### config.mk
export PLATFORM = sky130hd
export DESIGN_NAME = dvs_ctrl
export DESIGN_NICKNAME = d
export VERILOG_FILES = /design/src/verilog/dvs_pkg.sv /design/src/verilog/dvs_ctrl.sv /design/src/verilog/dvs_sync.sv
export SDC_FILE = /design/constraint.sdc
export NUM_CORES = 1
export LEC_CHECK = 0
export BUFFER_PORTS_ARGS = -buffer_cell sky130_fd_sc_hd__buf_2
export CAP_MARGIN = 30
export CORE_MARGIN = 4
export CORE_UTILIZATION = 50
export DETAILED_ROUTE_END_ITERATION = 6
export PLACE_DENSITY = 0.67
export SYNTH_ARGS = -nofsm -noshare
export SYNTH_HDL_FRONTEND = slang
export SYNTH_SLANG_ARGS = --single-unit
### constraint.sdc
create_clock -name CLOCK -period 15.4 [get_ports CLOCK]
set_clock_uncertainty 0.15 [all_clocks]
set_input_delay 4.62 -clock CLOCK [delete_from_list [all_inputs] [get_ports CLOCK]]
set_output_delay 4.62 -clock CLOCK [all_outputs]
set_load 0.01 [all_outputs]
### src/verilog/dvs_pkg.sv
/*
 * Shared constants for the voltage-scaling control block: register
 * offsets, field positions, reset values, mode encodings and ramp timing.
 * Assumes a 50 MHz core clock and a two-wire serial host that owns SCL.
 */
//
// Behaviour
// - Strategy bit 1 picks pin-driven hardware scaling, 0 picks software scaling.
// - Hardware strategy: pin low targets floor code, pin high targets roof code.
// - Hardware strategy: writing the selected register moves output immediately at ramp rate.
// - Hardware strategy: writing the unselected register leaves the output unchanged.
// - Software strategy: target comes only from roof; pin and floor ignored.
// - Software strategy: change starts on start bit; bit self-clears at target.
// - Start bit acts only in software strategy; writing 1 starts a ramp.
// - Multiple-step mode: output good is low for the whole ramp.
// - Otherwise output good is low when output is over 1.5 percent low.
// - Pulse-frequency downward move: output good low until converter resumes pulsing.
// - Slew code 111 is single-step (default); 000 to 110 are multiple-step.
// - Single-step upward move goes at maximum slew with no stepping.
// - Single-step downward: immediate for forced pulse-width, uncontrolled fall for pulse-frequency.
// - Multiple-step mode paces micro-steps both directions in every strategy and mode.
// - Floor and roof step codes are six-bit linear codes, 0 to 63 valid.
// - Level equals minimum level plus code times 12.5 mV, or 25 mV coarse.
// - Bit 6 tunes light pulse-frequency: 0 for 2.2 uH, 1 for 1 uH (reset).
// - Bit 7 gates the enable pin: 0 forces shutdown, 1 follows the pin.
// - Bits 6 and 7 are shared storage between floor and roof registers.
// - A serial register write takes effect on SCL fall of the data LSB.
// - Reading any unimplemented register address returns FFh.
package dvs_pkg;

   // ----------------------------------------------------------------------
   // Register map and fields
   // ----------------------------------------------------------------------
   localparam logic [7:0] ADDR_FLOOR     = 8'h00;
   localparam logic [7:0] ADDR_ROOF      = 8'h01;
   localparam logic [7:0] ADDR_MODE      = 8'h02;
   localparam logic [7:0] ADDR_RAMP      = 8'h03;
   localparam logic [7:0] READ_UNMAPPED  = 8'hff;
   localparam int         CODE_MSB       = 5;
   localparam int         TUNE_BIT       = 6;
   localparam int         ENABLE_BIT     = 7;
   localparam int         SLEW_LSB       = 0;
   localparam int         STRATEGY_BIT   = 5;
   localparam int         START_BIT      = 7;
   localparam int         FLOOR_MODE_LSB = 0;
   localparam int         ROOF_MODE_LSB  = 2;

   // ----------------------------------------------------------------------
   // Reset values and encodings
   // ----------------------------------------------------------------------
   localparam logic [5:0] FLOOR_CODE_RST  = 6'h00;
   localparam logic [5:0] ROOF_CODE_RST   = 6'h00;
   localparam logic       TUNE_RST        = 1'h1;
   localparam logic       ENABLE_RST      = 1'h1;
   localparam logic [7:0] MODE_RST        = 8'h00;
   localparam logic [2:0] SLEW_RST        = 3'h7;
   localparam logic       STRATEGY_RST    = 1'h1;
   localparam logic [2:0] SLEW_SINGLE     = 3'h7;
   localparam logic [1:0] MODE_LIGHT_PFM  = 2'h0;
   localparam logic [1:0] MODE_FAST_PFM   = 2'h1;
   localparam logic [1:0] MODE_FORCED_PWM = 2'h2;
   localparam logic [4:0] BUS_ADDR_MSBS   = 5'h12;

   // ----------------------------------------------------------------------
   // Output level arithmetic and ramp timing
   // ----------------------------------------------------------------------
   localparam int unsigned STEP_FINE_UV   = 12500;
   localparam int unsigned STEP_COARSE_UV = 25000;
   localparam int unsigned MIN_LEVEL_UV   = 600000;
   localparam int unsigned CLK_NS         = 20;
   localparam int unsigned STEP_NS [0:6]  = '{32000, 16000, 8000, 4000, 2000, 1000, 500};

   // Least interval, so cycles round up.
   function automatic logic [11:0] step_cycles(input logic [2:0] code);
      int unsigned idx;
      idx = (code == SLEW_SINGLE) ? 0 : int'(code);
      return 12'((STEP_NS[idx] + CLK_NS - 1) / CLK_NS);
   endfunction

endpackage

### src/verilog/dvs_ctrl.sv
/*
 * Voltage-scaling control: two-wire serial register slave, floor and roof
 * level registers, strategy selection, ramp sequencing and power-good flag.
 * Assumes all pins are asynchronous to CLOCK and that SCL is far slower
 * than CLOCK, so edges are found by oversampling.
 */
module dvs_ctrl
   import dvs_pkg::*;
#(
   parameter logic [1:0] BUS_ADDR_LSBS = 2'h0,
   parameter logic       COARSE_STEP   = 1'h0
) (
   input  wire logic        CLOCK,
   input  wire logic        NRST,
   input  wire logic        SCL,
   input  wire logic        SDA_IN,
   output logic             SDA_OUT,
   output logic             SDA_OE_N,
   input  wire logic        LEVEL_SELECT_PIN,
   input  wire logic        ENABLE_PIN,
   input  wire logic        PFM_PULSING,
   input  wire logic        OUTPUT_BELOW_TARGET,
   output logic [5:0]       TARGET_CODE,
   output logic [21:0]      TARGET_LEVEL_UV,
   output logic [1:0]       ACTIVE_MODE,
   output logic             FAST_SLEW,
   output logic             RAMPING,
   output logic             OUTPUT_GOOD,
   output logic             CONVERTER_RUN,
   output logic             INDUCTOR_TUNING
);
   import dvs_pkg::*;

   typedef enum {ST_IDLE, ST_ADDR, ST_REG, ST_WDATA, ST_RDATA} bus_state_e;

   logic [5:0] pins_sync;
   logic       scl_s, sda_s, level_s, enable_s, pulsing_s, below_s;
   logic       scl_prev_reg, sda_prev_reg;
   logic       scl_rise, scl_fall, start_seen, stop_seen;
   bus_state_e state_reg;
   logic [3:0] bit_cnt_reg;
   logic       ack_phase_reg, master_nack_reg;
   logic [7:0] shift_reg, tx_reg, ptr_reg;
   logic       wr_pulse;
   logic [7:0] wr_addr, wr_data;
   logic [5:0] floor_code_reg, roof_code_reg;
   logic       enable_bit_reg;
   logic [7:0] mode_reg;
   logic [2:0] slew_reg;
   logic       strategy_reg, start_reg;
   logic [7:0] rd_value;
   logic [5:0] goal_code;
   logic [1:0] goal_mode;
   logic       done_sw;
   logic [11:0] tick_cnt_reg;
   logic       discharge_reg;
   logic [21:0] step_uv;

   // ----------------------------------------------------------------------
   // Pin synchronisation and bus edge detection
   // ----------------------------------------------------------------------
   dvs_sync #(.WIDTH(6)) u_sync (
      .clk      (CLOCK),
      .rst_n    (NRST),
      .async_in ({SCL, SDA_IN, LEVEL_SELECT_PIN, ENABLE_PIN, PFM_PULSING, OUTPUT_BELOW_TARGET}),
      .sync_out (pins_sync)
   );
   assign {scl_s, sda_s, level_s, enable_s, pulsing_s, below_s} = pins_sync;

   // Idle bus lines are high, so the history starts high.
   always_ff @(posedge CLOCK or negedge NRST)
   begin
      if (!NRST)
      begin
         scl_prev_reg <= 1'h1;
         sda_prev_reg <= 1'h1;
      end
      else
      begin
         scl_prev_reg <= scl_s;
         sda_prev_reg <= sda_s;
      end
   end

   assign scl_rise   = scl_s & ~scl_prev_reg;
   assign scl_fall   = ~scl_s & scl_prev_reg;
   assign start_seen = scl_s & scl_prev_reg & sda_prev_reg & ~sda_s;
   assign stop_seen  = scl_s & scl_prev_reg & ~sda_prev_reg & sda_s;

   // ----------------------------------------------------------------------
   // Serial slave: address, register pointer, write and read bytes
   // ----------------------------------------------------------------------
   // The pointer advances after each data byte so bursts walk the register map.
   always_ff @(posedge CLOCK or negedge NRST)
   begin
      if (!NRST)
      begin
         state_reg       <= ST_IDLE;
         bit_cnt_reg     <= 4'h0;
         ack_phase_reg   <= 1'h0;
         master_nack_reg <= 1'h0;
         shift_reg       <= 8'h00;
         tx_reg          <= 8'hff;
         ptr_reg         <= 8'h00;
         SDA_OE_N        <= 1'h1;
      end
      else if (start_seen)
      begin
         state_reg     <= ST_ADDR;
         bit_cnt_reg   <= 4'h0;
         ack_phase_reg <= 1'h0;
         SDA_OE_N      <= 1'h1;
      end
      else if (stop_seen)
      begin
         state_reg     <= ST_IDLE;
         ack_phase_reg <= 1'h0;
         SDA_OE_N      <= 1'h1;
      end
      else if (scl_rise && state_reg != ST_IDLE)
      begin
         if (ack_phase_reg)
            master_nack_reg <= sda_s;
         else
         begin
            shift_reg   <= {shift_reg[6:0], sda_s};
            bit_cnt_reg <= bit_cnt_reg + 4'h1;
         end
      end
      else if (scl_fall && state_reg != ST_IDLE)
      begin
         if (ack_phase_reg)
         begin
            ack_phase_reg <= 1'h0;
            bit_cnt_reg   <= 4'h0;
            if (state_reg == ST_RDATA && !master_nack_reg)
            begin
               tx_reg   <= rd_value;
               SDA_OE_N <= rd_value[7];
            end
            else if (state_reg == ST_RDATA)
            begin
               state_reg <= ST_IDLE;
               SDA_OE_N  <= 1'h1;
            end
            else
               SDA_OE_N <= 1'h1;
         end
         else if (state_reg == ST_RDATA)
         begin
            if (bit_cnt_reg == 4'h8)
            begin
               ack_phase_reg   <= 1'h1;
               master_nack_reg <= 1'h0;
               ptr_reg         <= ptr_reg + 8'h01;
               SDA_OE_N        <= 1'h1;
            end
            else
            begin
               tx_reg   <= {tx_reg[6:0], 1'h1};
               SDA_OE_N <= tx_reg[6];
            end
         end
         else if (bit_cnt_reg == 4'h8)
         begin
            case (state_reg)
               ST_ADDR:
               begin
                  if (shift_reg[7:1] == {BUS_ADDR_MSBS, BUS_ADDR_LSBS})
                  begin
                     ack_phase_reg   <= 1'h1;
                     master_nack_reg <= 1'h0;
                     SDA_OE_N        <= 1'h0;
                     state_reg       <= shift_reg[0] ? ST_RDATA : ST_REG;
                  end
                  else
                     state_reg <= ST_IDLE;
               end
               ST_REG:
               begin
                  ptr_reg       <= shift_reg;
                  ack_phase_reg <= 1'h1;
                  SDA_OE_N      <= 1'h0;
                  state_reg     <= ST_WDATA;
               end
               ST_WDATA:
               begin
                  ptr_reg       <= ptr_reg + 8'h01;
                  ack_phase_reg <= 1'h1;
                  SDA_OE_N      <= 1'h0;
               end
               default:
                  state_reg <= ST_IDLE;
            endcase
         end
      end
   end

   // The write lands on the SCL fall that ends the data LSB.
   // A held-low enable pin means hardware shutdown, which blocks updates.
   assign wr_pulse = scl_fall & ~ack_phase_reg & (state_reg == ST_WDATA) & (bit_cnt_reg == 4'h8) & enable_s;
   assign wr_addr  = ptr_reg;
   assign wr_data  = shift_reg;

   // Read mux; shared bits appear in both level registers.
   always_comb
   begin
      case (ptr_reg)
         ADDR_FLOOR: rd_value = {enable_bit_reg, INDUCTOR_TUNING, floor_code_reg};
         ADDR_ROOF:  rd_value = {enable_bit_reg, INDUCTOR_TUNING, roof_code_reg};
         ADDR_MODE:  rd_value = mode_reg;
         ADDR_RAMP:  rd_value = {start_reg, 1'h0, strategy_reg, 2'h0, slew_reg};
         default:    rd_value = READ_UNMAPPED;
      endcase
   end

   // The pin is open drain: the line is only ever pulled low.
   always_ff @(posedge CLOCK or negedge NRST)
   begin
      if (!NRST)
         SDA_OUT <= 1'h0;
      else
         SDA_OUT <= 1'h0;
   end

   // ----------------------------------------------------------------------
   // Register file
   // ----------------------------------------------------------------------
   // Step codes fill the low six bits; all 64 values are legal.
   always_ff @(posedge CLOCK or negedge NRST)
   begin
      if (!NRST)
      begin
         floor_code_reg  <= FLOOR_CODE_RST;
         roof_code_reg   <= ROOF_CODE_RST;
         INDUCTOR_TUNING <= TUNE_RST;
         enable_bit_reg  <= ENABLE_RST;
         mode_reg        <= MODE_RST;
         slew_reg        <= SLEW_RST;
         strategy_reg    <= STRATEGY_RST;
      end
      else if (wr_pulse)
      begin
         case (wr_addr)
            ADDR_FLOOR, ADDR_ROOF:
            begin
               if (wr_addr == ADDR_FLOOR)
                  floor_code_reg <= wr_data[CODE_MSB:0];
               else
                  roof_code_reg <= wr_data[CODE_MSB:0];
               INDUCTOR_TUNING <= wr_data[TUNE_BIT];
               enable_bit_reg  <= wr_data[ENABLE_BIT];
            end
            ADDR_MODE:
               mode_reg <= wr_data;
            ADDR_RAMP:
            begin
               slew_reg     <= wr_data[SLEW_LSB+2:SLEW_LSB];
               strategy_reg <= wr_data[STRATEGY_BIT];
            end
            default:
               mode_reg <= mode_reg;
         endcase
      end
   end

   // Start bit: a host set beats the self-clear in the same cycle.
   always_ff @(posedge CLOCK or negedge NRST)
   begin
      if (!NRST)
         start_reg <= 1'h0;
      else if (wr_pulse && wr_addr == ADDR_RAMP && wr_data[START_BIT] && !wr_data[STRATEGY_BIT])
         start_reg <= 1'h1;
      else if (strategy_reg || done_sw)
         start_reg <= 1'h0;
   end

   // ----------------------------------------------------------------------
   // Target selection
   // ----------------------------------------------------------------------
   // Hardware strategy tracks the pin live, so an unselected write never
   // alters the goal while a selected write moves it at once.
   always_comb
   begin
      if (strategy_reg)
      begin
         goal_code = level_s ? roof_code_reg : floor_code_reg;
         goal_mode = level_s ? mode_reg[ROOF_MODE_LSB +: 2] : mode_reg[FLOOR_MODE_LSB +: 2];
      end
      else if (start_reg)
      begin
         goal_code = roof_code_reg;
         goal_mode = mode_reg[ROOF_MODE_LSB +: 2];
      end
      else
      begin
         goal_code = TARGET_CODE;
         goal_mode = ACTIVE_MODE;
      end
   end

   assign done_sw = ~strategy_reg & start_reg & (TARGET_CODE == roof_code_reg);

   // ----------------------------------------------------------------------
   // Ramp sequencer
   // ----------------------------------------------------------------------
   // Single-step jumps straight to the goal; the analog loop then slews at
   // full rate upward, or simply lets the load pull a pulse-frequency rail
   // down. Multiple-step moves one code per lookup interval.
   always_ff @(posedge CLOCK or negedge NRST)
   begin
      if (!NRST)
      begin
         TARGET_CODE  <= FLOOR_CODE_RST;
         ACTIVE_MODE  <= MODE_RST[1:0];
         FAST_SLEW    <= 1'h0;
         RAMPING      <= 1'h0;
         tick_cnt_reg <= 12'h000;
      end
      else
      begin
         ACTIVE_MODE <= goal_mode;
         if (slew_reg == SLEW_SINGLE)
         begin
            FAST_SLEW    <= goal_code > TARGET_CODE;
            TARGET_CODE  <= goal_code;
            RAMPING      <= 1'h0;
            tick_cnt_reg <= 12'h000;
         end
         else if (goal_code != TARGET_CODE)
         begin
            FAST_SLEW <= 1'h0;
            RAMPING   <= 1'h1;
            if (tick_cnt_reg >= step_cycles(slew_reg) - 12'h001)
            begin
               tick_cnt_reg <= 12'h000;
               TARGET_CODE  <= (goal_code > TARGET_CODE) ? TARGET_CODE + 6'h01 : TARGET_CODE - 6'h01;
            end
            else
               tick_cnt_reg <= tick_cnt_reg + 12'h001;
         end
         else
         begin
            FAST_SLEW    <= 1'h0;
            RAMPING      <= 1'h0;
            tick_cnt_reg <= 12'h000;
         end
      end
   end

   // Level reported for the reference; the coarse variant doubles the step.
   assign step_uv = COARSE_STEP ? 22'(STEP_COARSE_UV) : 22'(STEP_FINE_UV);

   always_ff @(posedge CLOCK or negedge NRST)
   begin
      if (!NRST)
         TARGET_LEVEL_UV <= 22'(MIN_LEVEL_UV);
      else
         TARGET_LEVEL_UV <= 22'(MIN_LEVEL_UV) + 22'(TARGET_CODE) * step_uv;
   end

   // ----------------------------------------------------------------------
   // Power-good and enable
   // ----------------------------------------------------------------------
   // A downward move into a pulse-frequency mode holds the flag low until
   // the converter pulses again; a new discharge start beats the release.
   always_ff @(posedge CLOCK or negedge NRST)
   begin
      if (!NRST)
         discharge_reg <= 1'h0;
      else if (goal_code < TARGET_CODE && goal_mode != MODE_FORCED_PWM)
         discharge_reg <= 1'h1;
      else if (pulsing_s)
         discharge_reg <= 1'h0;
   end

   always_ff @(posedge CLOCK or negedge NRST)
   begin
      if (!NRST)
         OUTPUT_GOOD <= 1'h0;
      else if (slew_reg != SLEW_SINGLE && goal_code != TARGET_CODE)
         OUTPUT_GOOD <= 1'h0;
      // The flag also drops in the very cycle a discharge move is issued.
      else if (discharge_reg || (goal_code < TARGET_CODE && goal_mode != MODE_FORCED_PWM))
         OUTPUT_GOOD <= 1'h0;
      else
         OUTPUT_GOOD <= ~below_s;
   end

   // Shutdown wins whenever the shared bit is clear.
   always_ff @(posedge CLOCK or negedge NRST)
   begin
      if (!NRST)
         CONVERTER_RUN <= 1'h0;
      else
         CONVERTER_RUN <= enable_bit_reg & enable_s;
   end

endmodule

### src/verilog/dvs_sync.sv
/*
 * Two-stage synchroniser for a bundle of asynchronous level inputs.
 * Assumes each bit is a slow level; no multi-bit coherence is implied.
 */
module dvs_sync #(
   parameter int WIDTH = 1
) (
   input  wire logic             clk,
   input  wire logic             rst_n,
   input  wire logic [WIDTH-1:0] async_in,
   output logic      [WIDTH-1:0] sync_out
);

   logic [WIDTH-1:0] meta_reg;

   // The first stage feeds only the second, so metastability stays contained.
   always_ff @(posedge clk or negedge rst_n)
   begin
      if (!rst_n)
      begin
         meta_reg <= '0;
         sync_out <= '0;
      end
      else
      begin
         meta_reg <= async_in;
         sync_out <= meta_reg;
      end
   end

endmodule

# [Word level (Yosys, flattened, before mapping)]
# Memories as Yosys holds them, arrays and structs flattened.
# Cells that the tools add are included.
[totals] reg_bits=149 rom_bits=256 input_bits=8 output_inout_bits=37 elab_cells=225 mem_count=1
[classes] addsub=9 mul=1 n_div=1 n_lt_le_gt_ge=4 n_eq_ne=30 muxes=81 n_bitwise=26 reduce_logical=43
[mem_list] memory="(name not given)" words=8 word_bits=32 read_ports=1 rd_ports_with_merged_regs=0 write_ports=0 line_no="dvs_pkg.sv:77" text="return 12'((STEP_NS[idx] + CLK_NS - 1) / CLK_NS);"
[ops] operator="two-way mux 32 bit" n=11
[ops] operator="one-hot mux 32 bit (3 select lines)" n=1
[ops] operator="== test 32 x 2 -> 1 bit, second input constant" n=2
[ops] operator="two-way mux 6 bit" n=7
[ops] operator="two-way mux 1 bit" n=36
[ops] operator="two-way mux 12 bit" n=3
[ops] operator=">= comparator 33 x 4 -> 1 bit, second input constant" n=1
[ops] operator="NOT 3 -> 33 bit" n=1
[ops] operator="adder 32 x 5 -> 32 bit, second input constant" n=1
[ops] operator="divider 32 x 5 -> 32 bit, second input constant" n=1
[ops] operator="== test 32 x 1 -> 1 bit, second input constant" n=1
[ops] operator="== test 32 x 3 -> 1 bit, second input constant" n=1
[ops] operator="== test 32 x 4 -> 1 bit, second input constant" n=1
[ops] operator="one-hot mux 8 bit (4 select lines)" n=1
[ops] operator="nonzero test 32 bit" n=1
[ops] operator="subtractor 32 x 1 -> 32 bit, second input constant" n=1
[ops] operator="two-way mux 7 bit" n=4
[ops] operator="two-way mux 4 bit" n=6
[ops] operator="two-way mux 8 bit" n=3
[ops] operator="adder 20 x 20 -> 21 bit, first input constant" n=1
[ops] operator="AND reduction 7 bit" n=3
[ops] operator="multiplier 6 x 12 -> 18 bit, second input constant" n=1
[ops] operator="== test 8 x 2 -> 1 bit, second input constant" n=2
[ops] operator="one-hot mux 8 bit (2 select lines)" n=1
[ops] operator="other kinds (43)" n=104

# [Depth between registers and ports, before layout]
# Gate-level depths: netlist (run 1).
[logic_depth] word_depth=14 depth_mapped=42 mapped_depth_nobuf=37

# [Modules after synthesis]
# A second synthesis (run 1) with hierarchy kept.
[hier_totals] hier_cells=918 hier_area_um2=8516.9
[modules_own_cells] mod="dvs_ctrl" instances=1 cells_per_inst=906 area_each_um2=8216.6
[modules_own_cells] mod="dvs_sync" instances=1 cells_per_inst=12 area_each_um2=300.3

# [Worst setup path after synthesis (run 1)]
# No wires, ideal clock.
[synth_path] path_type="reg-to-reg" from="register slew_reg[2]" to="register TARGET_CODE[0]" setup_ps=82 t_arrival_ps=8408 t_required_ps=15168 setup_slack_ps=6760 stages_incl_launch_ff=40 period_less_slack_ps=8640 path_cell_list="dfstp_2 clkbuf_1 clkbuf_1 nor2_1 a31oi_1 ha_1 buf_2 a21boi_0 o21ai_1 nand3_1 a211oi_1 nor3_1 ha_1 o21ai_0 nor4_1 a31oi_4 inv_2 o41a_4 [... 4 more ...] a31o_2 o21ai_2 nand3b_1 a211oi_2 ha_1 ha_1 a21o_1 a21o_1 a21o_1 a21o_1 a21o_1 a21o_1 a21o_1 a21o_1 a21o_1 a211oi_1 o21ai_0 a31oi_1"
[synth_via] elab_chain_len=13 word_cells_on_any_way=15
[synth_rtl] element="start, declared" line_no="dvs_ctrl.sv:49" text="logic [2:0] slew_reg;"
[synth_rtl] element="start signal, assigned" line_no="dvs_ctrl.sv:258" text="slew_reg <= wr_data[SLEW_LSB+2:SLEW_LSB];"
[synth_rtl] element="== test 3 bit" line_no="dvs_pkg.sv:76, dvs_ctrl.sv:323"
[synth_rtl] element="two-way mux 3 bit" line_no="dvs_pkg.sv:76" text="idx = (code == SLEW_SINGLE) ? 0 : int'(code);"
[synth_rtl] element="NOT 3 -> 33 bit (not written as such)" line_no="dvs_pkg.sv:77"
[synth_rtl] element="memory (8 x 32 bit)"
[synth_rtl] element="two-way mux 32 bit (not written as such) (2 in a row)" line_no="dvs_pkg.sv:77"
[synth_rtl] element="adder 32 x 5 -> 32 bit" line_no="dvs_pkg.sv:77"
[synth_rtl] element="subtractor 32 x 1 -> 32 bit" line_no="dvs_pkg.sv:77"
[synth_rtl] element="divider 32 x 5 -> 32 bit" line_no="dvs_pkg.sv:77"
[synth_rtl] element="subtractor 12 x 1 -> 12 bit" line_no="dvs_ctrl.sv:334" text="if (tick_cnt_reg >= step_cycles(slew_reg) - 12'h001)"
[synth_rtl] element=">= comparator 12 bit" line_no="dvs_ctrl.sv:334"
[synth_rtl] element="nonzero test 2 bit (no line)"
[synth_rtl] element="AND reduction 2 bit (no line)"
[synth_rtl] element="end signal, assigned" line_no="dvs_ctrl.sv:326" text="TARGET_CODE <= goal_code;"
[synth_rtl] element="end signal, assigned" line_no="dvs_ctrl.sv:337" text="TARGET_CODE <= (goal_code > TARGET_CODE) ? TARGET_CODE + 6'h01 : TARGET_CODE - 6'h01;"
[synth_rtl] element="end, declared" line_no="dvs_ctrl.sv:23" text="output logic [5:0] TARGET_CODE,"
# Parallel ways exist; a longest one is shown, timed or not. The select of a mux whose other input is x is not followed.
# A chain may end at the register's enable or synchronous reset.

# [Worst setup path in the final report (run 1)]
[layout_path] from="register slew_reg[1]" to="register TARGET_CODE[3]"
# Same word-level chain as after synthesis.

==> summary.txt, run 1 <==
Critical path
  • Top cell family by delay on the critical path: compound AO/OA/AOI/OAI gates
  • Cell mode on critical path: a21o_1
  • Crit. Startpoint: slew_reg[1]
  • Worst Path Buf+Inv: 1
  • CP arrival: 10.51 ns
  • Worst Setup Start Kind: register
  • Worst Path Required: 15.58 ns
  • R2R Path Start: slew_reg[1]
  • Crit Path Max Fanout: 38
  • Crit. End Element: register
  • Slowest library cell on the worst path: dfstp_2
  • Largest stage delay, worst path: 0.94 ns
  • Crit Path Category: register to register

Floorplanning
  • Die Y: 141.8 µm
  • Site Rows: 48
  • Die width: 141.8 µm
  • Initial core utilization: 51.40%
  • IO Pins: 45
  • Die footprint: 20110 µm²
  • Core ar.: 17420 µm²

Synth
  • Avg Synthesized Cell Area: 9.052 µm²
  • FF+latch count, synth: 118
  • Seq/Total Area, Yosys: 33.32%
  • Count leader, synth: dfrtp_1
  • Synth top area share: 26.28%
  • Post-synthesis adder-cell area fraction: 11.94%
  • YS warnings: 0
  • Top cells by count, synth: dfrtp_1, nor2_1, ha_1, nand2_1, inv_1
  • Post-synth top area cell: dfrtp_1
  • Post-synthesis xor/xnor area fraction: 5.563%
  • Synth Flop Type: dfrtp_1
  • Largest family of logic cells by synthesized area: compound AO/OA/AOI/OAI gates
  • Synth top area cells: dfrtp_1, ha_1, dfstp_2, mux2_2, nor2_1
  • Simple-Gate Fraction of Synth Area: 17.93%
  • Number of flops mapped to enable cells by yosys: 0
  • Post-Synthesis Cell Area: 8952 µm²
  • Synth Area in Compound Gates: 20.56%
  • Ys async rst share: 100.0%
  • Distinct cells, synth: 93
  • Post-synthesis mux area share: 5.493%
  • Post-Syn Instances: 989

Power and ir drop
  • PD cells: 81.06 nW/µm²
  • Total design power: 0.8005 mW
  • Seq pwr share: 44.0%
  • Switching Power: 0.1953 mW
  • Leakage: 4.466 nW
  • Comb pwr share: 4.8%
  • Share of total power in the clock network: 51.2%
  • Switching part of the total power: 24.40%
  • P_int: 0.6052 mW
  • Peak VDD IR: 95.54 µV

Run status
  • Status: complete, no violations

GRT
  • Tot GR Track Use: 21.16%
  • Grt ovf: 0
  • First-pass GRT wire length: 35130 µm
  • Antenna violations before repair: 0
  • Number of global-route vias before repair: 7149
  • Largest net degree at the start of global routing: 67

Layout
  • Post-layout instance area: 9876 µm²
  • Area added between synthesis and finish: 10.31%
  • Ratio of cells with drive above 1 in the final layout: 16.14%
  • Total of fill cells in the finished design: 1535
  • Fin nets: 1098
  • Max reg flops: 19
  • Cell Count, Final, Fillers Out: 1247
  • Final antenna diode count: 0
  • Utilization after layout: 56.70%

Timing
  • Fmax: 0.09685 GHz
  • Setup violations, final: 0
  • Unrepaired setup endpoints after global routing: no
  • Final min period: 10.33 ns
  • Slew Limit Fails: 0
  • Setup_tns: 0 ns
  • Fin crit share: 67.05%
  • Worst-Margin Slew: 0.9374 ns
  • Slew HR: 37.03%
  • Final Hold Vio Count: 0

Routing
  • First drt pass iteration count: 5
  • Post-Route WL: 20560 µm
  • Final ANT Viol Nets: 0
  • # DRC: 0
  • Initial DRC Count: 518
  • DR vias: 7389
  • Vias/cell: 5.925
  • Routed length per instance: 16.49 µm

Placement
  • Post-Place Cells: 1214
  • Placer Congestion: 0.9322
  • Hpwl dp: 14780 µm
  • Port buffer count: 40
  • Cell Area, Placed: 9255 µm²

Clock tree
  • Setup Buffers After CTS: 0
  • Clock buffer depth: 2
  • Clock Root Buffer: clkbuf_16
  • Worst-path clk slew: 0.06 ns
  • Post-CTS Resized: 0
  • Worst-skew pair later-pin latency: 0.42 ns
  • CTS Sinks: 118
  • H-tree Lvls: 4
  • TritonCTS Buffers: 17
  • # hold bufs at CTS: 0
  • CTS tree: yes

Job
  • Max-cap violations: 0

Min path
  • HP Start: u_sync.meta_reg[5]
  • Min-Delay Path Class: register to register
==> power groups by stage <==
stage	registers, mW	logic, mW	clock network [mW]
2_1_floorplan	0.343	0.0291	0
3_3_place_gp	0.357	0.0373	0
3_5_place_dp	0.357	0.0385	0
4_1_cts	0.352	0.0390	0.419
5_1_grt	0.355	0.0438	0.434
6_report	0.352	0.0384	0.410
==> final cells by class <==
class / instances / area, µm² / area share [%]
clock inverters: 13 / 170.2 / 1.723
well taps: 225 / 281.5 / 2.851
flip-flops and latches: 118 / 2983 / 30.20
repair buffers: 45 / 240.2 / 2.433
multi-input cells: 766 / 5529 / 55.99
inverters: 61 / 229.0 / 2.319
clock buffers: 19 / 442.9 / 4.485
==> final timing paths <==
path | end | slack [ns] | cells after the start
worst min register to register | u_sync.sync_out[5] | 0.20 | 0
worst max-delay path | TARGET_CODE[3] | 5.07 | 36
worst min-delay path | u_sync.sync_out[5] | 0.20 | 0
worst max register to register | TARGET_CODE[3] | 5.07 | 36
min in group asynchronous | TARGET_LEVEL_UV[11] | 4.09 | 1
max in group asynchronous | state_reg[2] | 9.74 | 2
==> layout by cell type, fill, tap and decap left out, types with 9 or more instances in the layout <==
| cell | synthesis | layout |
|---|---|---|
| nor2_1 | 83 | 83 |
| ha_1 | 75 | 75 |
| mux2_2 | 33 | 33 |
| a21oi_1 | 56 | 56 |
| a21o_1 | 15 | 15 |
| nand2b_1 | 18 | 18 |
| buf_2 | 9 | 39 |
| xnor2_1 | 31 | 31 |
| clkbuf_16 | 0 | 17 |
| a31oi_1 | 13 | 13 |
| nor3_1 | 24 | 24 |
| nand2_1 | 74 | 74 |
| inv_1 | 57 | 57 |
| a22oi_1 | 10 | 10 |
| o21ai_0 | 52 | 52 |
| a211oi_1 | 11 | 11 |
| dfrtp_1 | 94 | 94 |
| o221ai_1 | 9 | 9 |
| mux2i_1 | 12 | 12 |
| nor3b_1 | 9 | 9 |
| and2_1 | 13 | 13 |
| dfstp_2 | 24 | 24 |
| xor2_1 | 24 | 24 |
| nand3_1 | 24 | 24 |
==> stage by stage <==
stage | hold WS (ns) | setup slack [ns]
finish | 0.1958 | 5.075
global route | 0.2055 | 4.354
CTS | 0.1982 | 5.221
detailed placement | 0.1847 | 5.257
global placement | 0.1829 | 5.476
floorplan | 0.1812 | 6.760
==> kinds of logic after synthesis <==
family                     Yosys count
buffers and inverters              108
muxes                               45
DFF                                118
other                                2
adders and majority gates           82
AOI/OAI and AO/OA                  261
xor gates and xnor gates            56
and+or+nand+nor                    317
==> per-layer routing <==
layer | GRT usage, % | share of wire, % | vias to the layer above
li1 | - | - | 3633
met4 | 7.121 | 2.0 | 0
met3 | 3.977 | 4.9 | 36
met1 | 29.65 | 47 | 3521
met5 | 0 | 0 | -
met2 | 33.03 | 46 | 199
==> worst reg2reg max path: cells and delay by family, from the launching register on <==
family	cells	cell delay (ns)
AND/OR/NAND/NOR	5	1.09
AO/OA/AOI/OAI	25	6.26
XOR/XNOR	1	0.23
flip-flops	1	0.94
buffers and inverters	1	0.06
adder cells (fa/ha/maj)	4	1.47
Note: power is estimated with default switching activity, not from simulation.
==> run 2, diff against run 1 <==
--- a/config.mk
+++ b/config.mk
@@ -10,7 +10,7 @@
 export CORE_MARGIN = 4
 export CORE_UTILIZATION = 50
 export DETAILED_ROUTE_END_ITERATION = 6
-export PLACE_DENSITY = 0.67
+export PLACE_DENSITY = 0.7
 export SYNTH_ARGS = -nofsm -noshare
 export SYNTH_HDL_FRONTEND = slang
 export SYNTH_SLANG_ARGS = --single-unit
==> constraint.sdc (replaced) <==
create_clock -name CLOCK -period 8.8 [get_ports CLOCK]
set_clock_uncertainty 0.15 [all_clocks]
set_input_delay 2.64 -clock CLOCK [delete_from_list [all_inputs] [get_ports CLOCK]]
set_output_delay 2.64 -clock CLOCK [all_outputs]
set_load 0.01 [all_outputs]
==> run 2 against run 1 <==
  * Via count is 3.3% higher
  * Final cell count is 2.0% higher
  * Non-clock buffer count up 25
  * Critical path type unchanged
  * Worst hold slack improved by 0.0036 ns
  * Core utilization is 1.6 points higher
  * Critical endpoint unchanged
  * Power is 73% higher
  * Routed wire length up 4.3%
  * Fmax up 22%
==> summary.txt, run 2 (synthesized netlist as in run 1, its figures left out) <==
Power and ir drop
  • Peak VDD IR: 147.9 µV
  • Comb pwr share: 4.8%
  • PD cells: 136.3 nW/µm²
  • Leakage: 4.598 nW
  • Share of total power in the clock network: 50.3%
  • Switching Power: 0.3977 mW
  • Total design power: 1.384 mW
  • Switching part of the total power: 28.74%
  • P_int: 0.9862 mW
  • Seq pwr share: 44.9%

Floorplanning
  • Initial core utilization: 51.40%
  • Site Rows: 48
  • IO Pins: 45
  • Die width: 141.8 µm
  • Die Y: 141.8 µm
  • Core ar.: 17420 µm²
  • Die footprint: 20110 µm²

Layout
  • Final antenna diode count: 0
  • Max reg flops: 19
  • Most frequent cells in the layout: dfrtp_1, nor2_1, nand2_1, ha_1, inv_1
  • Ratio of cells with drive above 1 in the final layout: 19.77%
  • Commonest non-fill, non-tap cell in the layout: dfrtp_1
  • Total of fill cells in the finished design: 1520
  • Fin nets: 1123
  • Cell Count, Final, Fillers Out: 1272
  • Area added between synthesis and finish: 13.43%

Placement
  • Port buffer count: 40
  • Worst slack, placed: 0.08309 ns
  • Post-Place Cells: 1234
  • Placer Congestion: 0.9248
  • Hpwl dp: 14960 µm

Timing
  • Final WS setup: 0.3455 ns
  • Fin crit share: 96.07%
  • Fmax: 0.1183 GHz
  • Worst-Margin Slew: 1.203 ns
  • Slew HR: 18.76%
  • Setup_tns: 0 ns
  • Final min period: 8.454 ns
  • Setup violations, final: 0
  • Final Hold Vio Count: 0
  • Slew Limit Fails: 0

Routing
  • DR vias: 7634
  • Vias/cell: 6.002
  • Initial DRC Count: 742
  • First drt pass iteration count: 5
  • # DRC: 0
  • Final ANT Viol Nets: 0
  • Post-Route WL: 21440 µm
  • Routed length per instance: 16.86 µm

Critical path
  • Crit. End Element: register
  • R2R Path Start: slew_reg[0]
  • Slowest library cell on the worst path: dfstp_2
  • Worst Setup Start Kind: register
  • CP arrival: 8.64 ns
  • Crit Path Max Fanout: 8
  • Crit. Startpoint: slew_reg[0]
  • Worst Path Required: 8.98 ns
  • Crit Path Category: register to register
  • Cell mode on critical path: a21o_1
  • Largest stage delay, worst path: 0.57 ns
  • R2r worst-path depth: 38

GRT
  • First-pass GRT wire length: 35740 µm
  • Number of global-route vias before repair: 7244
  • Grt ovf: 0
  • Antenna violations before repair: 0
  • Tot GR Track Use: 21.61%
  • Largest net degree at the start of global routing: 77

Clock tree
  • Clock Root Buffer: clkbuf_16
  • TritonCTS Buffers: 17
  • CTS tree: yes
  • CTS Sinks: 118
  • Worst-skew pair later-pin latency: 0.42 ns
  • Worst-path clk slew: 0.06 ns
  • H-tree Lvls: 4
  • Clock buffer depth: 2
  • # hold bufs at CTS: 0

Min path
  • WHS Path Cells: 0
  • Min-Delay Path Class: register to register
  • HP Start: u_sync.meta_reg[3]

Job
  • Max-cap violations: 0

Run status
  • Status: complete, no violations
run 2: final cells by class:
| class | instances | area [µm²] | share of cell area [%] |
|---|---|---|---|
| Sequential cell | 118 | 2983 | 29.37 |
| Clock buffer | 17 | 425.4 | 4.189 |
| Timing Repair Buffer | 70 | 429.2 | 4.226 |
| Clock inverter | 15 | 172.7 | 1.700 |
| Multi-Input combinational cell | 766 | 5634 | 55.48 |
| Tap cell | 225 | 281.5 | 2.772 |
| Inverter | 61 | 229.0 | 2.255 |
run 2: worst max-delay path, delay by kind of cell (launching register included):
kind            cells  cell delay, ns
flops               1            0.57
buf+inv             2            0.24
compound gates     24            4.79
simple gates        8            1.58
fa+ha+maj           4            1.01
run 2: path summary, 6_finish.rpt:
kind,slack (ns),end
worst max register to register,0.35,TARGET_CODE[3]
min in group asynchronous,2.04,TARGET_LEVEL_UV[11]
worst min-delay path,0.20,u_sync.sync_out[3]
worst min register to register,0.20,u_sync.sync_out[3]
max in group asynchronous,5.13,floor_code_reg[5]
worst max-delay path,0.35,TARGET_CODE[3]
run 2: repair_timing:
item / 4_1_cts / 5_1_grt
setup buffers: 0 / 6
gates resized for setup: 0 / 24
endpoints found under the setup margin: 0 / 18
run 2: power groups by stage:
stage          Combinational (mW)  Clock (mW)  Sequential (mW)
2_1_floorplan              0.0509           0            0.601
3_3_place_gp               0.0645           0            0.630
3_5_place_dp               0.0670           0            0.629
4_1_cts                    0.0676       0.706            0.620
5_1_grt                    0.0756       0.734            0.626
6_report                   0.0660       0.696            0.622
run 2: metrics by stage:
step / util (%) / instance area [µm²] / hold slack, ns
after floorplan: - / 8964 / 0.1812
after global placement: 53.96 / 9398 / 0.1813
after detailed placement: 53.99 / 9403 / 0.1847
after CTS: 57.42 / 10000 / 0.1997
after global routing: 58.30 / 10150 / 0.2111
final: 58.30 / 10150 / 0.1994
run 2: routing by layer:
layer  vias to the layer above  share of wire, %  global-route usage, %
met5                         -                 0                      0
li1                       3665                 -                      -
met2                       245                47                  34.07
met3                        48               5.6                  3.505
met4                         0               1.9                  6.212
met1                      3676                46                  30.79
==> run 3, diff against run 2 <==
--- a/config.mk
+++ b/config.mk
@@ -5,6 +5,7 @@
 export SDC_FILE = /design/constraint.sdc
 export NUM_CORES = 1
 export LEC_CHECK = 0
+export ABC_AREA = 1
 export BUFFER_PORTS_ARGS = -buffer_cell sky130_fd_sc_hd__buf_2
 export CAP_MARGIN = 30
 export CORE_MARGIN = 4
@@ -14,3 +15,4 @@
 export SYNTH_ARGS = -nofsm -noshare
 export SYNTH_HDL_FRONTEND = slang
 export SYNTH_SLANG_ARGS = --single-unit
+export TNS_END_PERCENT = 5
==> constraint.sdc (replaced) <==
create_clock -name CLOCK -period 8.8 [get_ports CLOCK]
set_clock_uncertainty 0.15 [all_clocks]
set_input_delay 1.76 -clock CLOCK [delete_from_list [all_inputs] [get_ports CLOCK]]
set_output_delay 1.76 -clock CLOCK [all_outputs]
set_load 0.01 [all_outputs]
==> run 3 against run 2 <==
  * First-iteration DRC count is 42% lower
  * Worst setup slack better by 0.63 ns
  * Clock power grew 2%
  * Final cell count is 13% higher
  * Synthesized cell count grew 17%
  * Die area decreased by 2.1%
  * Sequential share of layout area rose by 1.1 points
  * Routed wire length shrank 4.3%
  * Sequential cell count is the same
  * Cell area fell by 3.2%
  * Global-route usage shrank 0.097 points
  * Area after synthesis fell by 2.2%
  * Critical path type unchanged
  * Largest power group unchanged
  * Highest routed layer unchanged
==> summary.txt, run 3 <==
Synth
  • FF+latch count, synth: 118
  • Avg Synthesized Cell Area: 7.575 µm²
  • Synth top area share: 26.86%
  • Synth top area cells: dfrtp_1, ha_1, nand2_1, inv_1, dfstp_2
  • Synth Flop Type: dfrtp_1
  • Post-synth top area cell: dfrtp_1
  • Seq/Total Area, Yosys: 34.06%
  • Post-Syn Instances: 1156
  • Count leader, synth: nand2_1
  • Top cells by count, synth: nand2_1, inv_1, o21ai_0, nor2_1, dfrtp_1
  • YS warnings: 0
  • Ys async rst share: 100.0%
  • Post-Synthesis Cell Area: 8757 µm²
  • Number of flops mapped to enable cells by yosys: 0
  • Distinct cells, synth: 56

Clock tree
  • TritonCTS Buffers: 17
  • Setup Buffers After CTS: 0
  • CTS Sinks: 118
  • Worst-skew pair later-pin latency: 0.42 ns
  • Clock Root Buffer: clkbuf_16
  • CTS tree: yes
  • Clock buffer depth: 2
  • Worst-path clk slew: 0.06 ns
  • H-tree Lvls: 4

Timing
  • Slew Limit Fails: 0
  • Worst-Margin Slew: 0.8044 ns
  • Unrepaired setup endpoints after global routing: no
  • Slew HR: 46.37%
  • Setup violations, final: 0
  • Final min period: 7.829 ns
  • Setup_tns: 0 ns
  • Fin crit share: 88.97%
  • Final Hold Vio Count: 0
  • Fmax: 0.1277 GHz

Placement
  • Placer Congestion: 0.9666
  • Hpwl dp: 15610 µm
  • Port buffer count: 40

GRT
  • Number of global-route vias before repair: 7261
  • Tot GR Track Use: 21.51%
  • Grt ovf: 0
  • Largest net degree at the start of global routing: 65
  • Antenna violations before repair: 0
  • First-pass GRT wire length: 35020 µm

Power and ir drop
  • Comb pwr share: 5.8%
  • Leakage: 4.990 nW
  • Switching Power: 0.3495 mW
  • P_int: 1.036 mW
  • Switching part of the total power: 25.23%
  • Peak VDD IR: 150.5 µV
  • PD cells: 141.0 nW/µm²
  • Share of total power in the clock network: 51.4%
  • Seq pwr share: 42.8%

Floorplanning
  • IO Pins: 45
  • Die Y: 140.3 µm
  • Die footprint: 19700 µm²
  • Die width: 140.3 µm
  • Site Rows: 48
  • Initial core utilization: 50.81%
  • Core ar.: 17240 µm²

Layout
  • Max reg flops: 19
  • Most frequent cells in the layout: nand2_1, inv_1, o21ai_0, dfrtp_1, nor2_1
  • Final antenna diode count: 0
  • Fin nets: 1295
  • Ratio of cells with drive above 1 in the final layout: 13.55%
  • Utilization after layout: 57.01%
  • Area added between synthesis and finish: 12.22%
  • Commonest non-fill, non-tap cell in the layout: nand2_1

Routing
  • # DRC: 0
  • Initial DRC Count: 429
  • Routed length per instance: 14.22 µm
  • Post-Route WL: 20510 µm
  • First drt pass iteration count: 7
  • Vias/cell: 5.328
  • Final ANT Viol Nets: 0
  • DR vias: 7689

Critical path
  • Crit Path Category: register to register
  • Crit Path Max Fanout: 11
  • Slowest library cell on the worst path: dfstp_4
  • CP arrival: 7.97 ns
  • Worst Setup Start Kind: register
  • Worst Path Required: 8.95 ns
  • Largest stage delay, worst path: 0.71 ns
  • Crit. End Element: register
  • Cell mode on critical path: inv_1

Min path
  • Min-Delay Path Class: register to register

Run status
  • Status: complete, no violations

Job
  • Max-cap violations: 0
## run 3: timing repair
action,4_1_cts,5_1_grt
hold buffers,0,0
setup endpoints to repair,0,6
gates resized for setup,0,6
## run 3: cells by family (layout without fill, tap and decap cells)
family | Yosys count | after routing | synth area share [%]
adders and majority gates | 81 | 81 | 12.09
and+or+nand+nor | 480 | 480 | 25.45
other | 2 | 5 | 0.08576
buffers and inverters | 211 | 270 | 9.501
DFF | 118 | 118 | 34.06
AOI/OAI and AO/OA | 227 | 227 | 15.12
xor gates and xnor gates | 37 | 37 | 3.701
## run 3: worst paths after layout
check / startpoint / to / slack (ns) / cells past startpoint
setup / recovery: slew_reg[1] / TARGET_CODE[3] / 0.97 / 58
hold / removal: u_sync.meta_reg[4] / u_sync.sync_out[4] / 0.20 / 0
setup reg to reg: slew_reg[1] / TARGET_CODE[3] / 0.97 / 58
hold reg to reg: u_sync.meta_reg[4] / u_sync.sync_out[4] / 0.20 / 0
max in group asynchronous: NRST / FAST_SLEW / 6.00 / 2
min in group asynchronous: NRST / ptr_reg[7] / 1.28 / 1
## run 3: layer usage
metal | GRT usage [%] | wire (µm)
met5 | 0 | 0
met4 | 6.629 | 371
met3 | 3.960 | 905
met2 | 34.15 | 9438
met1 | 29.96 | 9798
## run 3: cell type report
| cell class | instances | area [µm²] |
|---|---|---|
| Fill cell | 1625 | 7410 |
| Multi-Input combinational cell | 830 | 4972 |
| Sequential cell | 118 | 2990 |
| Inverter | 191 | 719.4 |
| Clock buffer | 17 | 425.4 |
| Tap cell | 225 | 281.5 |
| Timing Repair Buffer | 48 | 262.8 |
| Clock inverter | 14 | 175.2 |
## run 3: worst max-delay path, delay by kind of cell (launching register included)
family	cells	cell delay [ns]
DFF	1	0.71
AOI/OAI and AO/OA	11	1.57
and+or+nand+nor	33	3.73
buffers and inverters	10	0.75
adders and majority gates	4	0.81
## run 3: metrics by stage
step | hold WS [ns] | instance area, µm² | power (mW) | setup WS, ns | std cells
2_1_floorplan | 0.1812 | 8768 | 0.6421 | 1.756 | 1159
3_3_place_gp | 0.1833 | 9184 | 0.6786 | 0.9121 | 1409
3_5_place_dp | 0.1847 | 9191 | 0.6812 | 0.7155 | 1410
4_1_cts | 0.1991 | 9792 | 1.398 | 0.7071 | 1441
5_1_grt | 0.2044 | 9827 | 1.441 | 0.007218 | 1443
6_report | 0.1971 | 9827 | 1.385 | 0.9708 | 1443
## run 3: power groups by stage
stage	Sequential (mW)	Combinational, mW	Clock, mW
2_1_floorplan	0.594	0.0483	0
3_3_place_gp	0.600	0.0781	0
3_5_place_dp	0.601	0.0800	0
4_1_cts	0.592	0.0810	0.725
5_1_grt	0.596	0.0930	0.752
6_report	0.592	0.0802	0.713
